===== src/design/aws_params.svh =====
// Notes on behaviour
// [RQ1] Limit bits 7:0 live at 1Eh
// [RQ2] Limit bits 11:8 in 1Fh low nibble
// [RQ3] Count idle periods; sleep once limit reached
// [RQ4] Zero limit disables automatic switching
// [RQ5] Period is wake output period, or flexible
// [RQ6] Period doubles per rate step, 0.3125-1280 ms
// [RQ7] Wake uses active power, rate, decimation, idle
// [RQ8] Sleep uses rest power, rate, decimation, idle
// [RQ9] Software picks monitoring detectors via config
// [RQ10] Same detectors wake, except buffer flag
// [RQ11] Buffer flag delays sleep, never wakes
// [RQ12] Enabled detection event wakes at once
// [RQ13] Flag table: threshold/orientation restart and wake
// [RQ14] Keeps-awake set: buffer clear restarts timer
// [RQ15] Keeps-awake clear: watermark/overflow ignored
// [RQ16] Power field 1x selects flexible mode
// [RQ17] Idle time counts 312.5 us per step
// [RQ18] Count clears on wake entry and restart
// [RQ19] Both limit registers reset to zero
`ifndef AWS_PARAMS_SVH
`define AWS_PARAMS_SVH

`define AWS_OFF_LIMIT_LOW   8'h1e
`define AWS_OFF_LIMIT_HIGH  8'h1f
`define AWS_LIMIT_RESET     8'h00
`define AWS_HIGH_NIBBLE_MSB 3
`define AWS_FLEX_BIT        1
`define AWS_RATE_SLOWEST    4'hc
`define AWS_CLK_PERIOD_PS   100000
`define AWS_STEP_TIME_PS    312500000
`define AWS_STEP_CYCLES     ((`AWS_STEP_TIME_PS + `AWS_CLK_PERIOD_PS - 1) / `AWS_CLK_PERIOD_PS)

`endif


===== src/design/aws_pkg.sv =====
package aws_pkg;

    // Operating state, one-hot
    typedef enum logic [1:0] {
        AWS_WAKE  = 2'b01,
        AWS_SLEEP = 2'b10
    } aws_state_t;

    // Settings of one power mode
    typedef struct packed {
        logic [1:0]  power_select;  // Power mode, 1x is flexible
        logic [3:0]  rate_select;   // Output rate code, 0 fastest
        logic [3:0]  decimation;    // Flexible measurement length
        logic [11:0] idle_time;     // Flexible idle steps
    } aws_mode_cfg_t;

    // Event source flags, active high levels
    typedef struct packed {
        logic sample_ready_flag;
        logic overrun_flag;
        logic buffer_event_flag;
        logic outside_threshold_flag;
        logic within_threshold_flag;
        logic orientation_flag;
        logic auto_sleep_flag;
        logic boot_done_flag;
    } aws_flags_t;

    // Detector selection from sensor_config_four and buffer_config_two
    typedef struct packed {
        logic outside_threshold_en;
        logic within_threshold_en;
        logic orientation_en;
        logic buffer_en;
    } aws_enables_t;

endpackage


===== src/design/aws_period_gen.sv =====
`timescale 1ns/10ps
`default_nettype none
`include "aws_params.svh"
module aws_period_gen #(
    parameter int STEP_CYCLES = `AWS_STEP_CYCLES
) (
    input  wire logic                   mclk,        // System clock
    input  wire logic                   rst_n,       // Synchronised reset
    input  wire logic                   restart,     // Realign period
    input  wire aws_pkg::aws_mode_cfg_t cfg,         // Active mode settings
    output logic                        period_tick  // One pulse per period
);
    import aws_pkg::*;

    logic [11:0] step_cnt;        // Cycles within a 312.5 us step
    logic [15:0] per_cnt;         // Steps within a period
    logic [11:0] next_step_cnt;
    logic [15:0] next_per_cnt;
    logic        next_period_tick;
    logic        step_tick;       // Step boundary

    // Period length in 312.5 us steps
    function automatic logic [15:0] period_steps(input aws_mode_cfg_t c);
        logic [3:0] r;
        r = (c.rate_select > `AWS_RATE_SLOWEST) ? `AWS_RATE_SLOWEST : c.rate_select;
        if (c.power_select[`AWS_FLEX_BIT]) begin // RQ16
            // Measurement plus idle time
            period_steps = (16'h0001 << c.decimation[3:0]) + {4'h0, c.idle_time}; // RQ17
        end else begin
            // Output period doubles per slower code
            period_steps = 16'h0001 << r; // RQ6
        end
    endfunction

    // Divider and period counter
    always_comb begin
        step_tick        = (step_cnt == 12'(STEP_CYCLES - 1));
        next_step_cnt    = step_tick ? 12'h000 : step_cnt + 12'h001;
        next_per_cnt     = per_cnt;
        next_period_tick = 1'b0;
        if (step_tick) begin
            if (per_cnt >= period_steps(cfg) - 16'h0001) begin // RQ5
                next_per_cnt     = 16'h0000;
                next_period_tick = 1'b1;
            end else begin
                next_per_cnt = per_cnt + 16'h0001;
            end
        end
        if (restart) begin
            // Start a fresh period
            next_step_cnt    = 12'h000;
            next_per_cnt     = 16'h0000;
            next_period_tick = 1'b0;
        end
    end

    // Register counters
    always_ff @(posedge mclk or negedge rst_n) begin
        if (!rst_n) begin
            step_cnt    <= 12'h000;
            per_cnt     <= 16'h0000;
            period_tick <= 1'b0;
        end else begin
            step_cnt    <= next_step_cnt;
            per_cnt     <= next_per_cnt;
            period_tick <= next_period_tick;
        end
    end

endmodule
`default_nettype wire


===== src/design/aws_inactivity_timer.sv =====
`timescale 1ns/10ps
`default_nettype none
`include "aws_params.svh"
module aws_inactivity_timer #(
    parameter int STEP_CYCLES = `AWS_STEP_CYCLES,
    parameter int LIMIT_W     = 12
) (
    input  wire logic                   mclk,             // 10 MHz clock
    input  wire logic                   rst_b,            // Async reset, low
    input  wire logic [7:0]             reg_addr,         // Register offset
    input  wire logic [7:0]             reg_wdata,        // Write data
    input  wire logic                   reg_we,           // Write strobe
    input  wire logic                   reg_re,           // Read strobe
    output logic      [7:0]             reg_rdata,        // Read data
    input  wire aws_pkg::aws_mode_cfg_t active_cfg,       // Wake settings
    input  wire aws_pkg::aws_mode_cfg_t rest_cfg,         // Sleep settings
    input  wire aws_pkg::aws_flags_t    flags,            // Event flags
    input  wire aws_pkg::aws_enables_t  enables,          // Monitored detectors
    input  wire logic                   buffer_keeps_awake, // Buffer clear holds wake
    input  wire logic                   buffer_flag_clear,  // Software cleared flag
    output logic                        sleep_mode,       // High in sleep
    output aws_pkg::aws_mode_cfg_t      current_cfg,      // Settings in force
    output logic                        auto_sleep_pulse, // Sleep entry pulse
    output logic      [LIMIT_W-1:0]     inactivity_count  // Idle periods counted
);
    import aws_pkg::*;

    logic                rst_meta;          // Reset sync first stage
    logic                rst_n;             // Synchronised reset
    logic [7:0]          limit_low;         // Limit bits 7:0
    logic [3:0]          limit_high;        // Limit bits 11:8
    logic [7:0]          next_limit_low;
    logic [3:0]          next_limit_high;
    logic [7:0]          next_reg_rdata;
    aws_state_t          state;             // Operating state
    aws_state_t          next_state;
    logic [LIMIT_W-1:0]  next_count;
    logic                next_auto_sleep;
    aws_mode_cfg_t       next_current_cfg;
    logic [LIMIT_W-1:0]  limit;             // Full limit value
    logic                wake_evt;          // Enabled wake source active
    logic                restart_evt;       // Timer restart source
    logic                period_restart;    // Realign period generator
    logic                period_tick;       // One counter period passed

    // Reset release through two flops
    always_ff @(posedge mclk or negedge rst_b) begin
        if (!rst_b) begin
            rst_meta <= 1'b0;
            rst_n    <= 1'b0;
        end else begin
            rst_meta <= 1'b1;
            rst_n    <= rst_meta;
        end
    end

    // Register writes
    always_comb begin
        next_limit_low  = limit_low;
        next_limit_high = limit_high;
        if (reg_we && reg_addr == `AWS_OFF_LIMIT_LOW) begin
            next_limit_low = reg_wdata; // RQ1
        end
        if (reg_we && reg_addr == `AWS_OFF_LIMIT_HIGH) begin
            // Upper nibble unused
            next_limit_high = reg_wdata[`AWS_HIGH_NIBBLE_MSB:0]; // RQ2
        end
    end

    // Register reads, unmapped reads zero
    always_comb begin
        next_reg_rdata = reg_rdata;
        if (reg_re) begin
            case (reg_addr)
                `AWS_OFF_LIMIT_LOW:  next_reg_rdata = limit_low; // RQ1
                `AWS_OFF_LIMIT_HIGH: next_reg_rdata = {4'h0, limit_high}; // RQ2
                default:             next_reg_rdata = 8'h00;
            endcase
        end
    end

    // Register storage
    always_ff @(posedge mclk or negedge rst_n) begin
        if (!rst_n) begin
            limit_low  <= `AWS_LIMIT_RESET; // RQ19
            limit_high <= 4'(`AWS_LIMIT_RESET); // RQ19
            reg_rdata  <= 8'h00;
        end else begin
            limit_low  <= next_limit_low;
            limit_high <= next_limit_high;
            reg_rdata  <= next_reg_rdata;
        end
    end

    // Event qualification
    always_comb begin
        limit = LIMIT_W'({limit_high, limit_low});
        // Only threshold and orientation flags may wake
        wake_evt = (flags.outside_threshold_flag && enables.outside_threshold_en)
                 | (flags.within_threshold_flag && enables.within_threshold_en)
                 | (flags.orientation_flag && enables.orientation_en); // RQ10 RQ13
        // Buffer clear counts only while keeps-awake is set
        // Buffer flag restarts only; watermark/overflow never enter here
        restart_evt = wake_evt
                    | (flags.buffer_event_flag && enables.buffer_en)
                    | (buffer_flag_clear && buffer_keeps_awake); // RQ11 RQ14 RQ15
    end

    // Next state and count
    always_comb begin
        next_state      = state;
        next_count      = inactivity_count;
        next_auto_sleep = 1'b0;
        period_restart  = 1'b0;
        case (state)
            AWS_WAKE: begin
                if (limit == '0) begin
                    // Automatic switching off
                    next_count     = '0; // RQ4
                    period_restart = 1'b1;
                end else if (restart_evt) begin
                    next_count     = '0; // RQ18 RQ13
                    period_restart = 1'b1;
                end else if (period_tick) begin
                    if (inactivity_count + 1'b1 >= limit) begin
                        // Limit reached
                        next_state      = AWS_SLEEP; // RQ3
                        next_count      = '0;
                        next_auto_sleep = 1'b1;
                    end else begin
                        // One more idle period
                        next_count = inactivity_count + 1'b1; // RQ3
                    end
                end
            end
            AWS_SLEEP: begin
                if (wake_evt || limit == '0) begin
                    // Wake at once, no count
                    next_state     = AWS_WAKE; // RQ12 RQ4
                    next_count     = '0; // RQ18
                    period_restart = 1'b1;
                end
            end
            default: begin
                // Stray code, recover to wake
                next_state     = AWS_WAKE;
                next_count     = '0;
                period_restart = 1'b1;
            end
        endcase
        // Settings in force follow the state
        next_current_cfg = (state == AWS_SLEEP) ? rest_cfg : active_cfg; // RQ7 RQ8
    end

    // State registers
    always_ff @(posedge mclk or negedge rst_n) begin
        if (!rst_n) begin
            state            <= AWS_WAKE;
            inactivity_count <= '0;
            auto_sleep_pulse <= 1'b0;
            sleep_mode       <= 1'b0;
            current_cfg      <= '0;
        end else begin
            state            <= next_state;
            inactivity_count <= next_count;
            auto_sleep_pulse <= next_auto_sleep;
            // Sleep flag mirrors the state register
            sleep_mode       <= (next_state == AWS_SLEEP);
            current_cfg      <= next_current_cfg;
        end
    end

    // Counter period from wake settings
    aws_period_gen #(
        .STEP_CYCLES (STEP_CYCLES)
    ) u_period (
        .mclk        (mclk),
        .rst_n       (rst_n),
        .restart     (period_restart),
        .cfg         (active_cfg),
        .period_tick (period_tick)
    );
endmodule
`default_nettype wire


===== config.mk =====
export PLATFORM = sky130hd
export DESIGN_NAME = aws_inactivity_timer
export DESIGN_NICKNAME = d
export VERILOG_FILES = /design/src/design/aws_pkg.sv /design/src/design/aws_period_gen.sv /design/src/design/aws_inactivity_timer.sv
export VERILOG_INCLUDE_DIRS = /design/src /design/src/design
export SDC_FILE = /design/constraint.sdc
export NUM_CORES = 1
export LEC_CHECK = 0
export BUFFER_PORTS_ARGS = -buffer_cell sky130_fd_sc_hd__buf_2
export CAP_MARGIN = 20
export CORE_AREA = 2 2 106 108
export DETAILED_ROUTE_END_ITERATION = 16
export DIE_AREA = 0 0 108 110
export GPL_ROUTABILITY_DRIVEN = 0
export MAX_ROUTING_LAYER = met4
export PLACE_DENSITY = 0.92
export SETUP_SLACK_MARGIN = 0.3
export SYNTH_ARGS = -nofsm -noshare
export SYNTH_HDL_FRONTEND = slang
export SYNTH_SLANG_ARGS = --single-unit

===== constraint.sdc =====
create_clock -name mclk -period 3.8 [get_ports mclk]
set_input_delay 1.14 -clock mclk [delete_from_list [all_inputs] [get_ports mclk]]
set_output_delay 1.14 -clock mclk [all_outputs]
set_load 0.05 [all_outputs]

==> results of run 1 <==
-- area by class of cell --
| cell class | count | area (µm²) |
|---|---|---|
| clock buffer | 9 | 124 |
| clock inverter | 7 | 57.6 |
| inverter | 33 | 124 |
| timing repair buffer | 194 | 1200 |
| sequential | 89 | 2230 |
| multi-input combinational | 488 | 3640 |
| fill | 692 | 3140 |
| tap | 140 | 175 |
-- what timing repair did --
action	CTS	global route
setup endpoints to repair	17	20
hold endpoints to repair	0	0
resized for setup	13	11
setup buffers	2	2
pin swaps	17	13
gates cloned	1	0
-- flip-flops by register name (all words and copies together), names as in the netlist --
| name | cells |
|---|---|
| inactivity_count | 12 |
| u_period.per_cnt | 16 |
| sleep_mode | 1 |
| u_period.period_tick | 1 |
| u_period.step_cnt | 12 |
| limit_high | 4 |
| current_cfg | 22 |
| reg_rdata | 8 |
| limit_low | 8 |
| state | 2 |
| rst_n | 1 |
| auto_sleep_pulse | 1 |
| rst_meta | 1 |
-- worst paths after layout --
path                                startpoint                    to  slack (ns)  cells after the start
hold / removal                           rst_n       current_cfg[13]        0.23                      0
max in group asynchronous                rst_n              state[0]        2.93                      1
hold reg to reg                          rst_n       current_cfg[13]        0.23                      0
setup / recovery                active_cfg[13]  u_period.per_cnt[14]       -1.41                     19
min in group mclk                     rst_meta                 rst_n        0.36                      0
setup reg to reg           inactivity_count[0]              state[1]        0.56                     14
-- layer usage --
| metal | vias up | share of wire |
|---|---|---|
| met2 | 264 | 0.52 |
| met1 | 2722 | 0.39 |
| met3 | 53 | 0.056 |
| li1 | 2631 | - |
| met5 | - | 0 |
| met4 | 0 | 0.030 |
-- placed cells by master (no fill, tap or decap), types with 3 or more instances in the layout --
master,netlist,routed
nor2b_1,7,6
and2_1,11,10
mux2i_1,5,5
nor2_2,0,3
a32o_1,7,7
a21o_1,13,13
nand3_1,25,25
nor4_1,4,3
o21ai_0,40,38
nand2_1,52,52
o211ai_1,7,7
nor3b_1,6,5
buf_2,1,115
nand4_1,9,9
inv_6,0,3
xor2_1,26,26
buf_4,0,75
dfrtp_1,88,87
o21ai_1,2,3
clkbuf_8,0,9
or3_1,3,3
xnor2_1,19,19
a22oi_1,4,4
o22ai_1,4,4
nor3_1,19,16
ha_1,47,46
nand3b_1,3,3
mux2_2,26,26
nand2b_1,9,8
a21oi_1,22,22
nor2_1,51,48
and3_1,12,12
inv_1,33,33
-- synth_stat cells (all sizes together) (13+ instances only) --
cell type	n
dfrtp	88
nand2	52
nor2	51
ha	47
o21ai	43
inv	33
nand3	27
mux2	26
xor2	26
a21oi	24
xnor2	20
nor3	19
and3	14
clkbuf	14
a21o	13
-- power groups by stage --
stage / combinational [W] / clock, W / sequential (W)
finish: 0.000493 / 0.000637 / 0.000998
global route: 0.000532 / 0.000690 / 0.00100
CTS: 0.000461 / 0.000645 / 0.00101
detailed placement: 0.000446 / 0 / 0.00103
global placement: 0.000429 / 0 / 0.00103
floorplan: 0.000221 / 0 / 0.00107
-- worst max-delay path: stages --
cell,delay (ns)
buf_8,0.10
nor4_4,0.26
ha_2,0.23
fa_1,0.44
nor2_2,0.15
nand3_1,0.09
o311ai_1,0.28
o211ai_1,0.19
and4bb_2,0.39
nand3_4,0.09
nor4b_4,0.36
xor2_1,0.21
ha_1,0.27
a21o_1,0.18
a21o_1,0.19
a221oi_4,0.30
nand3_4,0.11
or4_4,0.44
o221ai_1,0.09
-- cells by family after synthesis --
kind of cell,share of synthesized area
AOI/OAI and AO/OA,0.153
muxes,0.0580
adders and majority gates,0.103
DFF,0.377
and+or+nand+nor,0.208
xor gates and xnor gates,0.0694
buffers and inverters,0.0319
other,0.000634
-- through the flow --
stage / util / total power, W / instance area (µm²) / hold WS [ns] / TNS (ns)
finish: 0.707 / 0.00213 / 7560 / 0.230 / -22.82
global placement: 0.675 / 0.00146 / 7220 / 0.334 / -24.81
floorplan: - / 0.00129 / 6010 / 0.331 / -22.39
detailed placement: 0.675 / 0.00147 / 7220 / 0.341 / -29.01
global route: 0.707 / 0.00222 / 7560 / 0.248 / -25.41
CTS: 0.698 / 0.00212 / 7470 / 0.361 / -20.12
==> reports/qor.yml, run 1 <==
status: "complete, but fails checks"
violations: "negative setup slack"
netlist_area_um2: 5920
required_ns: 4.11
crit_type: "in -> reg"
cts.sinks: 89
seqPwrFrac: 0.469
cts_made_buffers: 9
setup_viol: 17
final_max_slew_viol_count: 0
power_per_cell_area_nw_per_um2: 282
drt-total-wl_um: 16500
grt_pass1_vias: 5625
p_int_w: 0.00144
grt_max_degree: 88
grt_util_all_layers: 0.287
boundaryPins: 122
rsz0062_at_grt: "true"
clk_pin_slew_ns: 0.10
synth_edf_count: 0
hold_path.class: "reg -> async"
yosys_register_bits: 89
routedWlPerCell_um: 17.2
place_ws_ns: -1.77
clk_latency_ns: 0.39
h-tree-depth: 3
ir_drop_uv: 233
relSlewSlack: 0.578
tightest_slew_ns: 0.632
ys_types: 75
antenna-diode-count: 0
postRouteAntennaNets: 0
ys_async_sr_fraction: 1.00
route.vias.total: 5670
first_iter_violations: 526
yosysTopAreaCell: "dfrtp_1"
vias_per_cell: 5.91
final_nets: 941
switching_share: 0.326
synthToLayoutAreaGrowth_pct: 27.8
p_sw_w: 0.000693
drc: 0
p_clk_frac: 0.299
cts_tree: "done"
firstDrtPassIters: 5
comb_power_share: 0.232
top_usage_layer: "met2"
core_area_um2: 10700
grtUsageMet1: 0.317
drive_above_1_share: 0.339
cts_hold_buffers: 0
finalHoldViolations: 0
die_w_um: 108
gr-usage-met2: 0.500
syn-instance-count: 626
cp_data_arrival_time_ns: 5.52
grt_pass1_wl_um: 26000
netlist.area_leader.share: 0.372
synth_ff_type: "dfrtp_1"
root_buffer: "clkbuf_8"
antenna_found_initial: 0
finalCritPeriodShare: 1.37
cp-end-kind: "flip-flop"
placedCellCount: 938
clockBufferDepth: 2
std_cell_rows: 38
finalWorstSetupSlack_ns: -1.41
finalCriticalPeriod_ns: 5.21
drv_cap: 0
crit_fanout: 3
start_util: 0.553
synth_nets: 752
grt_overflow: 0
leakage_nw: 3.69
ys_seq_area_frac: 0.377
synth_area_leaders: "dfrtp_1 37%, ha_1 9.9%, mux2_2 4.9%, xor2_1 3.8%, o21ai_0 3.4%"
yosys_warnings: 0
dp.final_hpwl_um: 11700
max_freq_mhz: 192
die_y_um: 110
fin_cells: 960
die_area_um2: 11900
io_buffers: 117
synth_area_per_cell_um2: 9.45
cp-start-kind: "input port"
grt_use_met3: 0.0506
skew_ns: 0.0176
Power figures use the tool's default switching activity.
==> inputs of run 2 (changes only) <==
--- a/config.mk
+++ b/config.mk
@@ -8,12 +8,12 @@
 export LEC_CHECK = 0
 export BUFFER_PORTS_ARGS = -buffer_cell sky130_fd_sc_hd__buf_2
 export CAP_MARGIN = 20
-export CORE_AREA = 2 2 106 108
+export CORE_AREA = 2 2 80 159
 export DETAILED_ROUTE_END_ITERATION = 16
-export DIE_AREA = 0 0 108 110
+export DIE_AREA = 0 0 82 161
 export GPL_ROUTABILITY_DRIVEN = 0
 export MAX_ROUTING_LAYER = met4
-export PLACE_DENSITY = 0.92
+export PLACE_DENSITY = 0.88
 export SETUP_SLACK_MARGIN = 0.3
 export SYNTH_ARGS = -nofsm -noshare
 export SYNTH_HDL_FRONTEND = slang
==> constraint.sdc (replaced) <==
create_clock -name mclk -period 4.7 [get_ports mclk]
set_input_delay 1.41 -clock mclk [delete_from_list [all_inputs] [get_ports mclk]]
set_output_delay 1.41 -clock mclk [all_outputs]
set_load 0.05 [all_outputs]
==> reports/qor.yml, run 2 (synthesis gave the netlist of run 1 again) <==
status: "complete, but fails checks"
violations: "negative setup slack"
setup_viol: 17
max_freq_mhz: 180
drc: 0
final_core_util: 0.642
postRouteAntennaNets: 0
slowest_stage: "or4_4"
final_common_cell: "buf_2"
cts.sinks: 89
skew_ns: 0.0151
tightest_slew_ns: 0.838
core_area_um2: 12000
firstDrtPassIters: 5
grt_pass1_wl_um: 27500
place_ws_ns: -1.25
first_iter_violations: 388
placed_cell_area_um2: 7240
cp_cell_sequence: "buf_8, nor4_4, ha_2, fa_1, nor2_1, nand3_1, o311ai_2, o211ai_1, and4bb_2, nand3_4, nor4b_4, xor2_1, ha_1, a21o_1, a21o_1, a221oi_4, nand3_4, or4_4, o221ai_2"
required_ns: 4.96
dp.final_hpwl_um: 12300
p_int_w: 0.00134
crit_fanout: 3
h-tree-depth: 3
finalCriticalPeriod_ns: 5.55
comb_power_share: 0.207
fin_cells: 967
rsz0062_at_grt: "true"
p_sw_w: 0.000618
cp_data_arrival_time_ns: 5.81
p_clk_frac: 0.381
route.vias.total: 5700
n_fill_cell: 895
seqPwrFrac: 0.411
clockBufferDepth: 2
crit_type: "in -> reg"
largest-register: "current_cfg"
clk_latency_ns: 0.36
antenna-diode-count: 0
hold_path.class: "reg -> async"
grt_util_all_layers: 0.270
finalWorstSetupSlack_ns: -0.853
design_area_um2: 7700
std_cell_rows: 57
finalCritPeriodShare: 1.18
top_regs: "current_cfg: 22 flops, u_period.per_cnt: 16 flops"
final_nets: 941
antenna_found_initial: 0
drv_cap: 0
die_area_um2: 13200
cts_made_buffers: 9
drt-total-wl_um: 17000
relSlewSlack: 0.442
switching_share: 0.316
ir_drop_uv: 244
grt_max_degree: 88
cts_hold_buffers: 0
io_buffers: 117
grt_pass1_vias: 5962
routedWlPerCell_um: 17.6
vias_per_cell: 5.89
grt_overflow: 0
placedCellCount: 947
cp_slowest_stage_delay_ns: 0.43
leakage_nw: 3.75
die_y_um: 161
largest_reg_flops: 22
clk_pin_slew_ns: 0.08
cp-end-kind: "flip-flop"
power_per_cell_area_nw_per_um2: 254
die_w_um: 82
final_max_slew_viol_count: 0
finalHoldViolations: 0
cp-start-kind: "input port"
boundaryPins: 122
drive_above_1_share: 0.339
synthToLayoutAreaGrowth_pct: 30.1
root_buffer: "clkbuf_16"
start_util: 0.494
cts_tree: "done"
layout_common_cells: "115 x buf_2, 87 x dfrtp_1, 75 x buf_4"
## run 2: cell count changes in the layout (fill, tap and decap cells not counted), sizes merged
cell / delta
clkinv: +4
clkinvlp: -2
inv: -2
## run 2: worst paths after layout
kind	from	to	slack (ns)	depth (start not counted)
setup / recovery	active_cfg[13]	u_period.per_cnt[14]	-0.85	19
hold / removal	rst_n	reg_rdata[2]	0.17	0
setup reg to reg	inactivity_count[0]	state[1]	1.26	13
hold reg to reg	rst_n	reg_rdata[2]	0.17	0
max in group asynchronous	rst_b	rst_n	3.76	1
min in group mclk	rst_meta	rst_n	0.36	0
## run 2: cell type report
cell class | instances | area (µm²) | area share
clock buffers | 9 | 225 | 0.0293
clock inverters | 7 | 86.3 | 0.0112
inverters | 33 | 124 | 0.0161
multi-input cells | 488 | 3640 | 0.473
flip-flops and latches | 89 | 2230 | 0.290
well taps | 147 | 184 | 0.0239
repair buffers | 194 | 1200 | 0.156
## run 2: through the flow
step | TNS [ns] | hold slack, ns | total power (W)
after floorplan | -11.68 | 0.331 | 0.00104
after global placement | -16.78 | 0.337 | 0.00118
after detailed placement | -19.98 | 0.346 | 0.00120
after CTS | -12.77 | 0.362 | 0.00195
after global routing | -16.98 | 0.194 | 0.00203
final | -13.16 | 0.174 | 0.00196
## run 2: critical path, delay by kind of cell
family                   cells  cell delay (ns)
AND/OR/NAND/NOR              8             1.91
AO/OA/AOI/OAI                6             1.25
adder cells (fa/ha/maj)      3             0.94
XOR/XNOR                     1             0.19
buffers and inverters        1             0.10
## run 2: timing repair
| item | CTS | global route |
|---|---|---|
| gates resized for setup | 12 | 12 |
| endpoints found under the setup margin | 17 | 17 |
| buffers inserted | 1 | 1 |
| cloned | 1 | 0 |
| pin swaps | 13 | 6 |
## run 2: layer usage
layer	routed length (µm)	global-route usage	vias to the layer above
met5	0	-	-
met4	556	0.114	0
met3	928	0.0425	58
met2	9130	0.455	232
met1	6380	0.310	2771
li1	-	-	2639
## run 2: power by group through the flow
stage / Combinational [W] / Clock [W] / Sequential, W
after floorplan: 0.000179 / 0 / 0.000866
after global placement: 0.000347 / 0 / 0.000830
after detailed placement: 0.000363 / 0 / 0.000832
after CTS: 0.000377 / 0.000755 / 0.000817
after global routing: 0.000437 / 0.000781 / 0.000808
final: 0.000406 / 0.000747 / 0.000806
